===== src/rtl/cmev_pkg.sv =====
// Functional notes
// RULE1: Status word halves: flags low, mode high
// RULE2: Whole low half of status clears on reset
// RULE3: Six ranked privileged modes plus supervisor and application
// RULE4: Only a higher ranked mode may pre-empt; unrecoverable and bus error events are taken in any mode
// RULE5: Application mode blocks system registers and upper status
// RULE6: Execution starts in supervisor mode after reset
// RULE7: Debug state grants full register and instruction access
// RULE8: Debug entry masks all interrupt levels
// RULE9: Only return-from-debug leaves debug state
// RULE10: System registers reached only by move instructions
// RULE11: Debug return status 48, return address 80
// RULE12: Fixed addresses for the remaining system registers
// RULE13: Reserved and implementation defined address ranges
// RULE14: Taken event redirects to handler at base-relative slot
// RULE15: Critical handlers get wider fixed offsets
// RULE16: Autovector offsets are fourteen bits wide
// RULE17: Handler address is base OR offset
// RULE18: Interrupt controller arbitrates and supplies autovector offset
// RULE19: Simultaneous events resolve by fixed source priority
// RULE20: Accepting an event masks equal and lower sources
// RULE21: Reset fetch starts at fixed boot address
`default_nettype none

package cmev_pkg;

	// ==========================================================
	// System register addresses
	localparam int SYS_ADDR_W = 10;
	localparam logic [9:0] ADDR_STATUS = 10'h000; // RULE12
	localparam logic [9:0] ADDR_EVBASE = 10'h004;
	localparam logic [9:0] ADDR_CALLBASE = 10'h008;
	localparam logic [9:0] ADDR_CTRL = 10'h00c;
	localparam logic [9:0] ADDR_CAUSE = 10'h010;
	localparam logic [9:0] ADDR_DBG_STATUS = 10'h030; // RULE11
	localparam logic [9:0] ADDR_DBG_PC = 10'h050; // RULE11
	localparam logic [9:0] ADDR_CFG0 = 10'h100;
	localparam logic [9:0] ADDR_CFG1 = 10'h104;
	localparam logic [9:0] ADDR_COUNT = 10'h108;
	localparam logic [9:0] ADDR_COMPARE = 10'h10c;
	localparam logic [9:0] ADDR_BUS_FAULT = 10'h13c;
	localparam logic [9:0] ADDR_RSV_A_LO = 10'h084; // RULE13
	localparam logic [9:0] ADDR_RSV_A_HI = 10'h0fc;
	localparam logic [9:0] ADDR_RSV_B_LO = 10'h168;
	localparam logic [9:0] ADDR_RSV_B_HI = 10'h2fc;
	localparam logic [9:0] ADDR_OWN_LO = 10'h300;
	localparam logic [9:0] ADDR_OWN_HI = 10'h3fc;

	// ==========================================================
	// Status word fields
	localparam int BIT_C = 0;
	localparam int BIT_Z = 1;
	localparam int BIT_N = 2;
	localparam int BIT_V = 3;
	localparam int BIT_Q = 4;
	localparam int BIT_L = 5;
	localparam int BIT_T = 14;
	localparam int BIT_R = 15;
	localparam int BIT_GM = 16;
	localparam int BIT_I0M = 17;
	localparam int BIT_EM = 21;
	localparam int MODE_LSB = 22;
	localparam int BIT_D = 26;
	localparam int BIT_DM = 27;
	localparam int FLAG_W = 5;
	localparam logic [31:0] STATUS_RESET = 32'h0061_0000;
	localparam logic [31:0] STATUS_LOW_MASK = 32'h0000_ffff;
	localparam logic [31:0] STATUS_USED_MASK = 32'h0ddf_c03f;
	localparam logic [31:0] IRQ_MASK_ALL = 32'h001e_0000;

	// ==========================================================
	// Execution modes
	localparam logic [2:0] MODE_APP = 3'h0;
	localparam logic [2:0] MODE_SUP = 3'h1;
	localparam logic [2:0] MODE_INT0 = 3'h2;
	localparam logic [2:0] MODE_INT1 = 3'h3;
	localparam logic [2:0] MODE_INT2 = 3'h4;
	localparam logic [2:0] MODE_INT3 = 3'h5;
	localparam logic [2:0] MODE_EXC = 3'h6;
	localparam logic [2:0] MODE_NMI = 3'h7;
	localparam logic [2:0] RANK_NONE = 3'h7;

	// ==========================================================
	// Event sources, highest priority first
	localparam int N_SRC = 9;
	localparam int SRC_UNREC = 0;
	localparam int SRC_BERR_D = 1;
	localparam int SRC_BERR_I = 2;
	localparam int SRC_NMI = 3;
	localparam int SRC_EXC = 4;
	localparam int SRC_INT3 = 5;
	localparam int VEC_OFF_W = 14;
	localparam logic [13:0] OFF_UNREC = 14'h0000;
	localparam logic [13:0] OFF_BERR_D = 14'h0008;
	localparam logic [13:0] OFF_BERR_I = 14'h000c;
	localparam logic [13:0] OFF_NMI = 14'h0010;
	localparam logic [31:0] RESET_ADDR = 32'h8000_0000;
	localparam logic [31:0] CFG0_VALUE = 32'h0000_0001; // Arbitrary value
	localparam logic [31:0] CFG1_VALUE = 32'h0000_0002; // Arbitrary value

	// Priority rank of a mode, 1 is highest, 7 means unranked
	function automatic logic [2:0] cmev_mode_rank(input logic [2:0] mode);
		unique case (mode)
			MODE_NMI: cmev_mode_rank = 3'h1;
			MODE_EXC: cmev_mode_rank = 3'h2;
			MODE_INT3: cmev_mode_rank = 3'h3;
			MODE_INT2: cmev_mode_rank = 3'h4;
			MODE_INT1: cmev_mode_rank = 3'h5;
			MODE_INT0: cmev_mode_rank = 3'h6;
			default: cmev_mode_rank = RANK_NONE;
		endcase
	endfunction

endpackage

`default_nettype wire


===== src/rtl/cpu_mode_and_event_vectoring.sv =====
`default_nettype none

module cpu_mode_and_event_vectoring (
	// Clock and reset
	input wire logic core_clk,
	input wire logic rst_b,
	// Condition flags from the datapath
	input wire logic flag_we,
	input wire logic [cmev_pkg::FLAG_W-1:0] flag_in,
	// Current instruction context
	input wire logic [31:0] cur_pc,
	// Exceptions
	input wire logic unrec_exc,
	input wire logic bus_err_data,
	input wire logic bus_err_fetch,
	input wire logic [31:0] bus_err_addr,
	input wire logic exc_req,
	input wire logic [cmev_pkg::VEC_OFF_W-1:0] exc_offset,
	// Interrupt controller
	input wire logic nmi_req,
	input wire logic [3:0] irq_req,
	input wire logic [cmev_pkg::VEC_OFF_W-1:0] irq_offset,
	output logic irq_ack,
	output logic [3:0] irq_ack_level,
	// Debug
	input wire logic dbg_req,
	input wire logic [31:0] dbg_handler,
	input wire logic retd_exec,
	// Event return
	input wire logic ret_exec,
	input wire logic [31:0] ret_status,
	input wire logic [31:0] ret_pc,
	// System register move port
	input wire logic sys_req,
	input wire logic sys_write,
	input wire logic [cmev_pkg::SYS_ADDR_W-1:0] sys_addr,
	input wire logic [31:0] sys_wdata,
	output logic [31:0] sys_rdata,
	output logic sys_done,
	output logic sys_fault,
	// Fetch redirect and stack push
	output logic redirect_valid,
	output logic [31:0] redirect_pc,
	output logic push_valid,
	output logic [31:0] push_status,
	output logic [31:0] push_pc,
	// State
	output logic [31:0] status_word,
	output logic privileged,
	output logic count_match
);
	import cmev_pkg::*;

	// ==========================================================
	// Reset release
	logic rst_meta;
	logic rst_sync_b;

	always_ff @(posedge core_clk or negedge rst_b) begin
		if (!rst_b) begin
			rst_meta <= 1'b0;
			rst_sync_b <= 1'b0;
		end else begin
			rst_meta <= 1'b1;
			rst_sync_b <= rst_meta;
		end
	end

	// ==========================================================
	// Registers
	logic [31:0] event_vector_base;
	logic [31:0] app_call_base;
	logic [31:0] core_control;
	logic [31:0] exception_cause;
	logic [31:0] debug_return_status;
	logic [31:0] debug_return_pc;
	logic [31:0] cycle_counter;
	logic [31:0] cycle_compare;
	logic [31:0] bus_fault_address;
	logic boot_pending;

	// ==========================================================
	// Event selection
	logic [2:0] cur_mode;
	logic [2:0] cur_rank;
	logic in_debug;
	logic priv_now;
	logic [N_SRC-1:0] src_req;
	logic [N_SRC-1:0] src_grant;
	logic src_any;
	logic dbg_take;
	logic retd_take;
	logic ev_take;
	logic [2:0] next_mode;
	logic [31:0] next_mask_set;
	logic [13:0] next_offset;
	logic [3:0] next_ack_level;

	assign cur_mode = status_word[MODE_LSB +: 3];
	assign cur_rank = cmev_mode_rank(cur_mode);
	assign in_debug = status_word[BIT_D];
	assign priv_now = (cur_mode != MODE_APP) || in_debug; // RULE5 RULE7

	always_comb begin
		src_req = '0;
		src_req[SRC_UNREC] = unrec_exc;
		src_req[SRC_BERR_D] = bus_err_data;
		src_req[SRC_BERR_I] = bus_err_fetch;
		src_req[SRC_NMI] = nmi_req && (cmev_mode_rank(MODE_NMI) < cur_rank); // RULE4
		src_req[SRC_EXC] = exc_req && !status_word[BIT_EM];
		for (int k = 0; k < 4; k++) begin
			src_req[SRC_INT3 + k] = irq_req[3 - k] && !status_word[BIT_GM] // RULE4
				&& !status_word[BIT_I0M + 3 - k]
				&& (cmev_mode_rank(3'(MODE_INT3 - k)) < cur_rank);
		end
	end

	cmev_prio_pick #(
		.N(N_SRC)
	) u_pick (
		.req(src_req),
		.any(src_any),
		.grant(src_grant)
	);

	assign retd_take = retd_exec && in_debug; // RULE9
	assign dbg_take = dbg_req && !in_debug && !status_word[BIT_DM] && !boot_pending;
	assign ev_take = src_any && !retd_take && !dbg_take && !boot_pending; // RULE19

	// Mode, mask set and offset of the granted source
	always_comb begin
		next_mode = MODE_EXC;
		next_mask_set = '0;
		next_offset = '0;
		next_ack_level = '0;
		for (int i = 0; i < N_SRC; i++) begin
			if (src_grant[i]) begin
				if (i >= SRC_INT3) begin
					next_mode = 3'(MODE_INT3 - (i - SRC_INT3)); // RULE3
					next_offset = irq_offset; // RULE16 RULE18
					next_ack_level = 4'h8 >> (i - SRC_INT3);
					for (int k = 0; k <= 3 - (i - SRC_INT3); k++) begin
						next_mask_set[BIT_I0M + k] = 1'b1; // RULE20
					end
				end else begin
					next_mode = (i == SRC_NMI) ? MODE_NMI : MODE_EXC; // RULE3
					next_mask_set = IRQ_MASK_ALL; // RULE20
					next_mask_set[BIT_GM] = 1'b1;
					next_mask_set[BIT_EM] = 1'b1;
					unique case (i)
						SRC_UNREC: next_offset = OFF_UNREC; // RULE15
						SRC_BERR_D: next_offset = OFF_BERR_D;
						SRC_BERR_I: next_offset = OFF_BERR_I;
						SRC_NMI: next_offset = OFF_NMI;
						default: next_offset = exc_offset; // RULE14
					endcase
				end
			end
		end
	end

	// ==========================================================
	// System register access decode
	logic acc_bad_align;
	logic acc_is_status;
	logic acc_ok;
	logic acc_wr_ok;
	logic [31:0] next_rdata;

	assign acc_bad_align = sys_addr[1:0] != 2'h0;
	assign acc_is_status = sys_addr == ADDR_STATUS;
	assign acc_ok = sys_req && !acc_bad_align && (priv_now || acc_is_status); // RULE5 RULE10
	assign acc_wr_ok = acc_ok && sys_write;

	always_comb begin
		next_rdata = '0;
		unique case (sys_addr)
			ADDR_STATUS: next_rdata = priv_now ? status_word : (status_word & STATUS_LOW_MASK);
			ADDR_EVBASE: next_rdata = event_vector_base;
			ADDR_CALLBASE: next_rdata = app_call_base;
			ADDR_CTRL: next_rdata = core_control;
			ADDR_CAUSE: next_rdata = exception_cause;
			ADDR_DBG_STATUS: next_rdata = debug_return_status; // RULE11
			ADDR_DBG_PC: next_rdata = debug_return_pc;
			ADDR_CFG0: next_rdata = CFG0_VALUE; // RULE12
			ADDR_CFG1: next_rdata = CFG1_VALUE;
			ADDR_COUNT: next_rdata = cycle_counter;
			ADDR_COMPARE: next_rdata = cycle_compare;
			ADDR_BUS_FAULT: next_rdata = bus_fault_address;
			default: next_rdata = '0; // RULE13
		endcase
	end

	always_ff @(posedge core_clk or negedge rst_sync_b) begin
		if (!rst_sync_b) begin
			sys_rdata <= '0;
			sys_done <= 1'b0;
			sys_fault <= 1'b0;
		end else begin
			sys_done <= acc_ok;
			sys_fault <= sys_req && !acc_ok; // RULE5
			if (acc_ok && !sys_write) begin
				sys_rdata <= next_rdata; // RULE10
			end
		end
	end

	// ==========================================================
	// Status word
	always_ff @(posedge core_clk or negedge rst_sync_b) begin
		if (!rst_sync_b) begin
			status_word <= STATUS_RESET; // RULE1 RULE2 RULE6
		end else if (retd_take) begin
			status_word <= debug_return_status & STATUS_USED_MASK; // RULE9
		end else if (dbg_take) begin
			status_word <= status_word | IRQ_MASK_ALL; // RULE8
			status_word[BIT_D] <= 1'b1;
			status_word[MODE_LSB +: 3] <= MODE_EXC;
		end else if (ev_take) begin
			status_word <= status_word | next_mask_set; // RULE20
			status_word[MODE_LSB +: 3] <= next_mode; // RULE3
		end else if (ret_exec) begin
			status_word <= (ret_status & STATUS_USED_MASK) | (status_word & (32'h1 << BIT_D));
		end else if (acc_wr_ok && acc_is_status) begin
			if (priv_now) begin
				status_word <= (sys_wdata & STATUS_USED_MASK) | (status_word & (32'h1 << BIT_D));
			end else begin
				status_word[15:0] <= sys_wdata[15:0] & STATUS_USED_MASK[15:0]; // RULE5
			end
		end else if (flag_we) begin
			status_word[BIT_C +: FLAG_W] <= flag_in; // RULE1
		end
	end

	always_ff @(posedge core_clk or negedge rst_sync_b) begin
		if (!rst_sync_b) begin
			privileged <= 1'b1;
		end else begin
			privileged <= (status_word[MODE_LSB +: 3] != MODE_APP) || status_word[BIT_D];
		end
	end

	// ==========================================================
	// Software registers
	always_ff @(posedge core_clk or negedge rst_sync_b) begin
		if (!rst_sync_b) begin
			event_vector_base <= '0;
			app_call_base <= '0;
			core_control <= '0;
			cycle_compare <= '0;
		end else if (acc_wr_ok) begin
			unique case (sys_addr)
				ADDR_EVBASE: event_vector_base <= sys_wdata; // RULE12
				ADDR_CALLBASE: app_call_base <= sys_wdata;
				ADDR_CTRL: core_control <= sys_wdata;
				ADDR_COMPARE: cycle_compare <= sys_wdata;
				default: ;
			endcase
		end
	end

	// Debug return registers
	always_ff @(posedge core_clk or negedge rst_sync_b) begin
		if (!rst_sync_b) begin
			debug_return_status <= '0;
			debug_return_pc <= '0;
		end else if (dbg_take) begin
			debug_return_status <= status_word; // RULE11
			debug_return_pc <= cur_pc;
		end else if (acc_wr_ok && sys_addr == ADDR_DBG_STATUS) begin
			debug_return_status <= sys_wdata; // RULE7
		end else if (acc_wr_ok && sys_addr == ADDR_DBG_PC) begin
			debug_return_pc <= sys_wdata;
		end
	end

	// Cause and bus fault capture
	always_ff @(posedge core_clk or negedge rst_sync_b) begin
		if (!rst_sync_b) begin
			exception_cause <= '0;
			bus_fault_address <= '0;
		end else if (ev_take && !src_grant[SRC_NMI] && (src_grant[SRC_INT3 +: 4] == 4'h0)) begin
			exception_cause <= {18'h0, next_offset};
			if (src_grant[SRC_BERR_D] || src_grant[SRC_BERR_I]) begin
				bus_fault_address <= bus_err_addr;
			end
		end
	end

	// Cycle counter and compare match
	always_ff @(posedge core_clk or negedge rst_sync_b) begin
		if (!rst_sync_b) begin
			cycle_counter <= '0;
		end else if (acc_wr_ok && sys_addr == ADDR_COUNT) begin
			cycle_counter <= sys_wdata;
		end else begin
			cycle_counter <= cycle_counter + 32'h1;
		end
	end

	always_ff @(posedge core_clk or negedge rst_sync_b) begin
		if (!rst_sync_b) begin
			count_match <= 1'b0;
		end else if (cycle_counter == cycle_compare && cycle_compare != 32'h0) begin
			count_match <= 1'b1;
		end else if (acc_wr_ok && sys_addr == ADDR_COMPARE) begin
			count_match <= 1'b0;
		end
	end

	// ==========================================================
	// Redirect, stack push and acknowledge
	always_ff @(posedge core_clk or negedge rst_sync_b) begin
		if (!rst_sync_b) begin
			boot_pending <= 1'b1;
			redirect_valid <= 1'b0;
			redirect_pc <= '0;
		end else if (boot_pending) begin
			boot_pending <= 1'b0;
			redirect_valid <= 1'b1;
			redirect_pc <= RESET_ADDR; // RULE21
		end else if (retd_take) begin
			redirect_valid <= 1'b1;
			redirect_pc <= debug_return_pc; // RULE9
		end else if (dbg_take) begin
			redirect_valid <= 1'b1;
			redirect_pc <= dbg_handler;
		end else if (ev_take) begin
			redirect_valid <= 1'b1;
			redirect_pc <= event_vector_base | {18'h0, next_offset}; // RULE14 RULE17
		end else if (ret_exec) begin
			redirect_valid <= 1'b1;
			redirect_pc <= ret_pc;
		end else begin
			redirect_valid <= 1'b0;
		end
	end

	always_ff @(posedge core_clk or negedge rst_sync_b) begin
		if (!rst_sync_b) begin
			push_valid <= 1'b0;
			push_status <= '0;
			push_pc <= '0;
			irq_ack <= 1'b0;
			irq_ack_level <= '0;
		end else begin
			push_valid <= ev_take;
			irq_ack <= ev_take && (src_grant[SRC_INT3 +: 4] != 4'h0);
			irq_ack_level <= ev_take ? next_ack_level : 4'h0;
			if (ev_take) begin
				push_status <= status_word;
				push_pc <= cur_pc;
			end
		end
	end

endmodule

`default_nettype wire


===== src/rtl/cmev_prio_pick.sv =====
`default_nettype none

module cmev_prio_pick #(
	parameter int N = 9
) (
	// Requests, index 0 highest priority
	input wire logic [N-1:0] req,
	// Grant
	output logic any,
	output logic [N-1:0] grant
);

	// ==========================================================
	// Lowest set index wins
	always_comb begin
		grant = '0;
		any = |req;
		for (int i = N - 1; i >= 0; i--) begin
			if (req[i]) begin
				grant = '0;
				grant[i] = 1'b1; // RULE19
			end
		end
	end

endmodule

`default_nettype wire


===== config.mk =====
export PLATFORM = sky130hd
export DESIGN_NAME = cpu_mode_and_event_vectoring
export DESIGN_NICKNAME = d
export VERILOG_FILES = /design/src/rtl/cmev_pkg.sv /design/src/rtl/cpu_mode_and_event_vectoring.sv /design/src/rtl/cmev_prio_pick.sv
export SDC_FILE = /design/constraint.sdc
export NUM_CORES = 1
export LEC_CHECK = 0
export BUFFER_PORTS_ARGS = -buffer_cell sky130_fd_sc_hd__clkbuf_2
export CAP_MARGIN = 10
export CORE_MARGIN = 4
export CORE_UTILIZATION = 49
export DETAILED_ROUTE_END_ITERATION = 8
export GPL_ROUTABILITY_DRIVEN = 0
export HOLD_SLACK_MARGIN = 0.03
export PLACE_DENSITY_LB_ADDON = 0.08
export SKIP_LAST_GASP = 1
export SLEW_MARGIN = 30
export SYNTH_ARGS = -nofsm -noshare
export SYNTH_HDL_FRONTEND = slang
export SYNTH_SLANG_ARGS = --single-unit

===== constraint.sdc =====
create_clock -name core_clk -period 14.3 [get_ports core_clk]
set_input_delay 2.86 -clock core_clk [delete_from_list [all_inputs] [get_ports core_clk]]
set_output_delay 2.86 -clock core_clk [all_outputs]
set_load 0.005 [all_outputs]

==> results.tsv, run 1 <==
stage	metric	value	unit
outcome	status	finished, final reports clean	
timing	skew	0.0244	ns
setup_path	crit_path_end_kind	register	
synthesis	yosys-top-cells-area	dfrtp_1 49%, mux2_2 10%, nand2_1 6.3%, mux2i_1 3.3%, o21ai_0 2.4%	
synthesis	ys.flop_type	dfrtp_1	
place	hpwl	55800	um
drt	antenna_left	0	
cells_and_area	final_common_cell	dfrtp_1	
global_route	grt_pass1_vias	18500	
synthesis	syn_inst	2061	
timing	slew_headroom	28.4	%
die	die_w	215	um
die	rows	75	
setup_path	r2r_start	boot_pending	
power	power.total	0.00374	W
timing	max_slew.worst_pin.slew	1.07	ns
cts	post_cts_resized	0	
timing	rsz0062_at_grt	false	
die	num_io_pins	423	
power	vdd_drop_max	0.0996	mV
drt	drt_iter0_drc	2045	
cts	cts_hold_buf	0	
setup_path	r2r-end	redirect_pc[20]	
timing	hold_viol	0	
cts	cts_buffer_depth	3	
setup_path	cp_max_fo	32	
cells_and_area	num-fill-cells	3769	
setup_path	setup.worst_path.start_class	input pin	
timing	setup_viol	0	
cts	clk_pin_slew	0.06	ns
drt	routed_via_density	6.26	
setup_path	worst-path-buf-inv	1	
timing	slew_viol_final	0	
global_route	grt-ovfl-total	0	
synthesis	syn_area	21100	um2
drt	dr.pass1.iters	6	
cts	htreeDepth	2	
timing	tns	0	ns
synthesis	synth-edff-count	0	
setup_path	cp_cell_sequence	clkbuf_2, nor3_1, and4_1, and3_2, mux2_2	
synthesis	avgSynthCellArea	10.2	um2
setup_path	cp.depth	5	
setup_path	r2r_slack	9.82	ns
cells_and_area	drive_gt1_share	30.0	%
synthesis	async_flop_share	100	%
die	core-area	42200	um2
die	die_h	215	um
synthesis	synth-seq-area-share	49.7	%
setup_path	worst_ep_arrival_time	6.17	ns
synthesis	yosysWarnings	0	
cts	root_buffer	clkbuf_16	
job	cap_violations	0	
synthesis	synth_top_area_share	49.0	%
drt	finalWirelength	77700	um
worst_hold_path	min-delay-path-class	register to register	
setup_path	critical_path.top_delay_family	simple AND/OR/NAND/NOR gates	
setup_path	required	14.76	ns
drt	num_vias	18500	
timing	fin_crit_sh	39.9	%
power	p_per_area	150	nW/um2
setup_path	worst_path_largest_cell_delay	0.88	ns
cts	cts_tree	built	
drt	wl_per_cell	26.3	um
place	portBuffers	382	
die	initial_core_util	49.9	%
setup_path	cp_slowest_cell	and3_2	
cells_and_area	regArea	10500	um2
cells_and_area	fin_cells	2952	
power	leakage	11.4	nW
drt	drc_errors	0	
cts	cts_setup_buffers	0	
cells_and_area	nNetsFinal	2627	
cts	cts_made_buffers	47	
timing	period_needed	5.71	ns
global_route	grt_max_degree	157	
setup_path	crit_start	sys_addr[3]	
setup_path	crit_end	event_vector_base[24]	
synthesis	ys_seq_elements	418	
setup_path	worstSetupPathType	input pin to register	
die	die-area	46400	um2
synthesis	synth_cell_types	81	
cells_and_area	layout_common_cells	412 x dfrtp_1, 382 x clkbuf_2, 351 x nand2_1	
timing	fmax	175	MHz
cts	clock-sinks	418	
cts	worstSkewPairLatency	0.60	ns
synthesis	yosysTopAreaCell	dfrtp_1	
cells_and_area	syn2layout_area_growth	18.1	%
global_route	antenna_found_initial	6	
place	placed_cells_incl_taps	2861	
cells_and_area	multi_input_area	9830	um2
global_route	grt_pass1_wl	117000	um
global_route	track_usage	32.7	%
setup_path	reg2reg_depth	8	
## through the flow
stage	instance area (um2)	utilization [%]	worst slack [ns]	hold slack (ns)
floorplan	21200	-	1.80	0.331
global placement	23200	54.9	8.09	0.339
detailed placement	23200	54.9	7.99	0.342
CTS	24800	58.8	8.59	0.355
global route	24900	58.9	8.47	0.365
finish	24900	58.9	8.59	0.352
## flip-flops by register name (all words and copies together) (netlist names), 4 cells and up
register / count
app_call_base: 32
bus_fault_address: 32
core_control: 32
cycle_compare: 32
cycle_counter: 32
debug_return_pc: 32
debug_return_status: 32
event_vector_base: 32
push_pc: 32
redirect_pc: 32
sys_rdata: 32
push_status: 19
status_word: 19
exception_cause: 14
irq_ack_level: 4
## synthesized netlist by cell type (all sizes together) (7+ instances only)
library cell and instances:
nand2b 7, a211oi 33, a221oi 27, or3 7, o221ai 21, a21oi 66
dfrtp 413, o22ai 20, mux2 194, clkbuf 94, xor2 29, buf 87
o31ai 14, a222oi 20, o21ai 133, nor2 62, nand3 92, and4 9
o211ai 12, a22oi 67, nor3 35, mux2i 70, nor4 23, nand2 354
a31oi 18, and3 8, nand4 15, xnor2 33, and2 7, a22o 23
inv 11
## worst register-to-register path, cell delays in order (launching register included)
cell,delay [ns]
dfstp_2,0.97
clkinv_1,0.77
nand2_1,0.23
buf_4,0.42
nand2_1,0.61
a21oi_4,0.63
buf_8,0.27
o21ai_0,0.14
a221oi_1,0.32
## where the power goes
group	internal, W	total (W)	switching [W]	leakage (nW)
logic	0.000325	0.000762	0.000438	5.14
registers	0.00143	0.00170	0.000266	5.49
clock network	0.000777	0.00128	0.000501	0.786
## layer usage
| layer | vias to the layer above | global-route usage (%) | wire length (um) |
|---|---|---|---|
| met5 | - | 0 | 7 |
| met4 | 2 | 13.0 | 3480 |
| met3 | 194 | 5.58 | 5710 |
| met2 | 929 | 54.8 | 37900 |
| met1 | 9248 | 42.5 | 30700 |
| li1 | 8108 | - | - |
## worst min-delay path by stage
stage,startpoint,endpoint,cells past startpoint
after global routing,rst_meta,rst_sync_b,0
final,rst_meta,rst_sync_b,0
after detailed placement,rst_meta,rst_sync_b,0
after floorplan,rst_meta,rst_sync_b,0
after global placement,rst_meta,rst_sync_b,0
after CTS,rst_meta,rst_sync_b,0
## cell families (layout without fill, tap and decap cells)
group                      count (synthesis)  count (layout)  synth area share (%)
AOI/OAI and AO/OA                        477             477                  15.4
xor gates and xnor gates                  62              62                  2.58
adders and majority gates                  1               1                0.0593
buffers and inverters                    194             516                  4.43
DFF                                      418             418                  49.7
muxes                                    264             264                  13.7
other                                      2              32                0.0356
and+or+nand+nor                          643             643                  14.2
## cell type report
class,instances,area share (%)
sequential,418,42.1
multi-input combinational,1475,39.5
timing repair buffer,419,8.99
clock buffer,74,5.62
tap,539,2.71
clock inverter,10,0.865
inverter,13,0.196
antenna,4,0.0402
Power figures use the tool's default switching activity.
==> run 2, diff against run 1 <==
clock period = 4.7 ns   (was 14.3 ns; I/O delays follow)
==> run 2 against run 1 <==
Net effect:
- clock power rose to 2.9 times the previous value
- critical path depth grew 4
- via count is 0.27% higher
- final area grew 0.13%
- sequential power rose to 3.0 times the previous value
- worst hold slack got worse by 0.21 ns
- register-to-register slack got worse by 9.0 ns
- global-route usage down 0.091 points
- critical path type is now register to register
- critical endpoint is now redirect_pc[23]
==> results.tsv, run 2 (synthesized netlist as in run 1, its figures left out) <==
stage	metric	value	unit	change
outcome	status	finished, final reports clean		
drt	wl_per_cell	26.1	um	-0.74%
power	internal_power	0.00748	W	+200%
power	p_clk_share	32.8	%	-1.4 points
cts	post_cts_resized	0		unchanged
power	leakage	11.5	nW	+0.40%
cells_and_area	final_common_cell	dfrtp_1		
drt	drt_iter0_drc	2236		+9.3%
cts	cts_hold_buf	0		unchanged
setup_path	crit_path_end_kind	register		
power	vdd_drop_max	0.238	mV	+140%
timing	tns	0	ns	unchanged
drt	num_vias	18500		+0.27%
drt	dr.pass1.iters	7		+1
die	die_h	215	um	unchanged
power	switching_share	32.8	%	+0.62 points
cells_and_area	syn2layout_area_growth	18.2	%	
global_route	grt_pass1_vias	18600		+0.68%
timing	fmax	261	MHz	
timing	skew	0.0155	ns	-0.00891 ns
cts	worstSkewPairLatency	0.59	ns	about the same
die	initial_core_util	49.9	%	unchanged
job	cap_violations	0		unchanged
die	core-area	42200	um2	unchanged
timing	rsz0062_at_grt	false		
cells_and_area	num-fill-cells	3694		-2.0%
cts	cts_buffer_depth	3		unchanged
place	portBuffers	382		unchanged
place	place_area	23400	um2	+0.77%
die	rows	75		unchanged
cts	root_buffer	clkbuf_16		
cts	cts_made_buffers	46		-2.1%
timing	slew_viol_final	0		unchanged
timing	period_needed	3.83	ns	
die	die_w	215	um	unchanged
drt	finalWirelength	77700	um	about the same
power	comb_power_share	20.8	%	+0.4 points
timing	fin_crit_sh	81.5	%	
cts	clk_pin_slew	0.06	ns	about the same
global_route	grt_pass1_wl	117000	um	-0.36%
cts	cts_setup_buffers	0		unchanged
setup_path	worstSetupPathType	register to register		
setup_path	r2r_slack	0.87	ns	-8.95 ns
timing	hold_viol	0		unchanged
place	hpwl	56700	um	+1.5%
cts	cts_tree	built		
setup_path	r2r_start	boot_pending		
setup_path	r2r-end	redirect_pc[23]		
cells_and_area	fin_area	24900	um2	+0.13%
drt	antenna_left	0		unchanged
cts	htreeDepth	2		unchanged
die	die-area	46400	um2	unchanged
worst_hold_path	min-delay-path-class	input pin to async pin		
setup_path	reg2reg_depth	9		+1
setup_path	cp_max_fo	40		+25%
timing	slew_headroom	40.5	%	+12 points
timing	setup_viol	0		unchanged
power	power_frac_seq	46.4	%	+1.0 points
global_route	track_usage	32.6	%	-0.091 points
drt	routed_via_density	6.24		-0.40%
power	switchingPower	0.00366	W	+200%
setup_path	setup.worst_path.start_class	register		
global_route	grt_max_degree	114		-27%
setup_path	required	5.17	ns	-9.59 ns
setup_path	worst_ep_arrival_time	4.30	ns	-1.87 ns
timing	max_slew.worst_pin.slew	0.891	ns	-0.175 ns
drt	drc_errors	0		unchanged
power	p_per_area	447	nW/um2	+200%
die	num_io_pins	423		unchanged
cells_and_area	nNetsFinal	2642		+0.57%
cts	clock-sinks	418		unchanged
global_route	antenna_found_initial	7		+1
cells_and_area	drive_gt1_share	30.6	%	+0.54 points
global_route	grt-ovfl-total	0		unchanged
cells_and_area	layout_common_cells	412 x dfrtp_1, 382 x clkbuf_2, 352 x nand2_1		
[run 2: final cells by class]
class	count	area, um2	area share, %
Tap cell	539	674	2.71
Antenna cell	8	20.0	0.0803
Sequential cell	418	10500	42.0
Clock buffer	73	1420	5.71
Clock inverter	11	90.1	0.361
Inverter	13	48.8	0.196
Multi-Input combinational cell	1475	9820	39.4
Timing Repair Buffer	435	2370	9.51
[run 2: how the worst max path moves through the flow]
stage	cells after the start	to	start	slack, ns
2_1_floorplan	0	app_call_base[0]	rst_sync_b	0.60
5_1_grt	9	redirect_pc[26]	boot_pending	0.62
3_3_place_gp	9	redirect_pc[29]	boot_pending	1.07
3_5_place_dp	9	redirect_pc[23]	boot_pending	1.0
4_1_cts	9	redirect_pc[28]	boot_pending	0.99
6_report	9	redirect_pc[23]	boot_pending	0.87
[run 2: power groups by stage]
stage / clock network (W) / registers (W) / logic [W]
floorplan: 0 / 0.00490 / 0.00138
global placement: 0 / 0.00519 / 0.00225
detailed placement: 0 / 0.00521 / 0.00231
CTS: 0.00370 / 0.00516 / 0.00231
global route: 0.00385 / 0.00524 / 0.00256
finish: 0.00365 / 0.00517 / 0.00231
[run 2: worst max-delay path, stage by stage, from the launching register on]
cell and delay, ns:
dfstp_2 0.96, clkinv_1 0.15, buf_4 0.25, nand2_1 0.08, buf_4 0.37, nand2_1 0.59
a21oi_4 0.39, buf_4 0.41, o21ai_0 0.15, a221oi_1 0.32
[run 2: per-stage QoR]
| step | cells | total power [W] | utilization [%] | setup slack (ns) | hold WS, ns |
|---|---|---|---|---|---|
| 4_1_cts | 2963 | 0.0112 | 59.0 | 0.988 | 0.128 |
| 2_1_floorplan | 2087 | 0.00629 | - | 0.603 | 0.331 |
| 3_5_place_dp | 2879 | 0.00752 | 55.4 | 0.997 | 0.336 |
| 6_report | 2972 | 0.0111 | 59.0 | 0.868 | 0.146 |
| 5_1_grt | 2971 | 0.0116 | 59.0 | 0.625 | 0.143 |
| 3_3_place_gp | 2879 | 0.00745 | 55.4 | 1.07 | 0.338 |
[run 2: routing by layer]
layer / track usage (%) / vias to the layer above / routed length [um]
met5: 0 / - / 0
met4: 14.5 / 0 / 3750
met3: 5.49 / 196 / 6000
met2: 54.6 / 943 / 37900
met1: 42.0 / 9259 / 30000
li1: - / 8133 / -
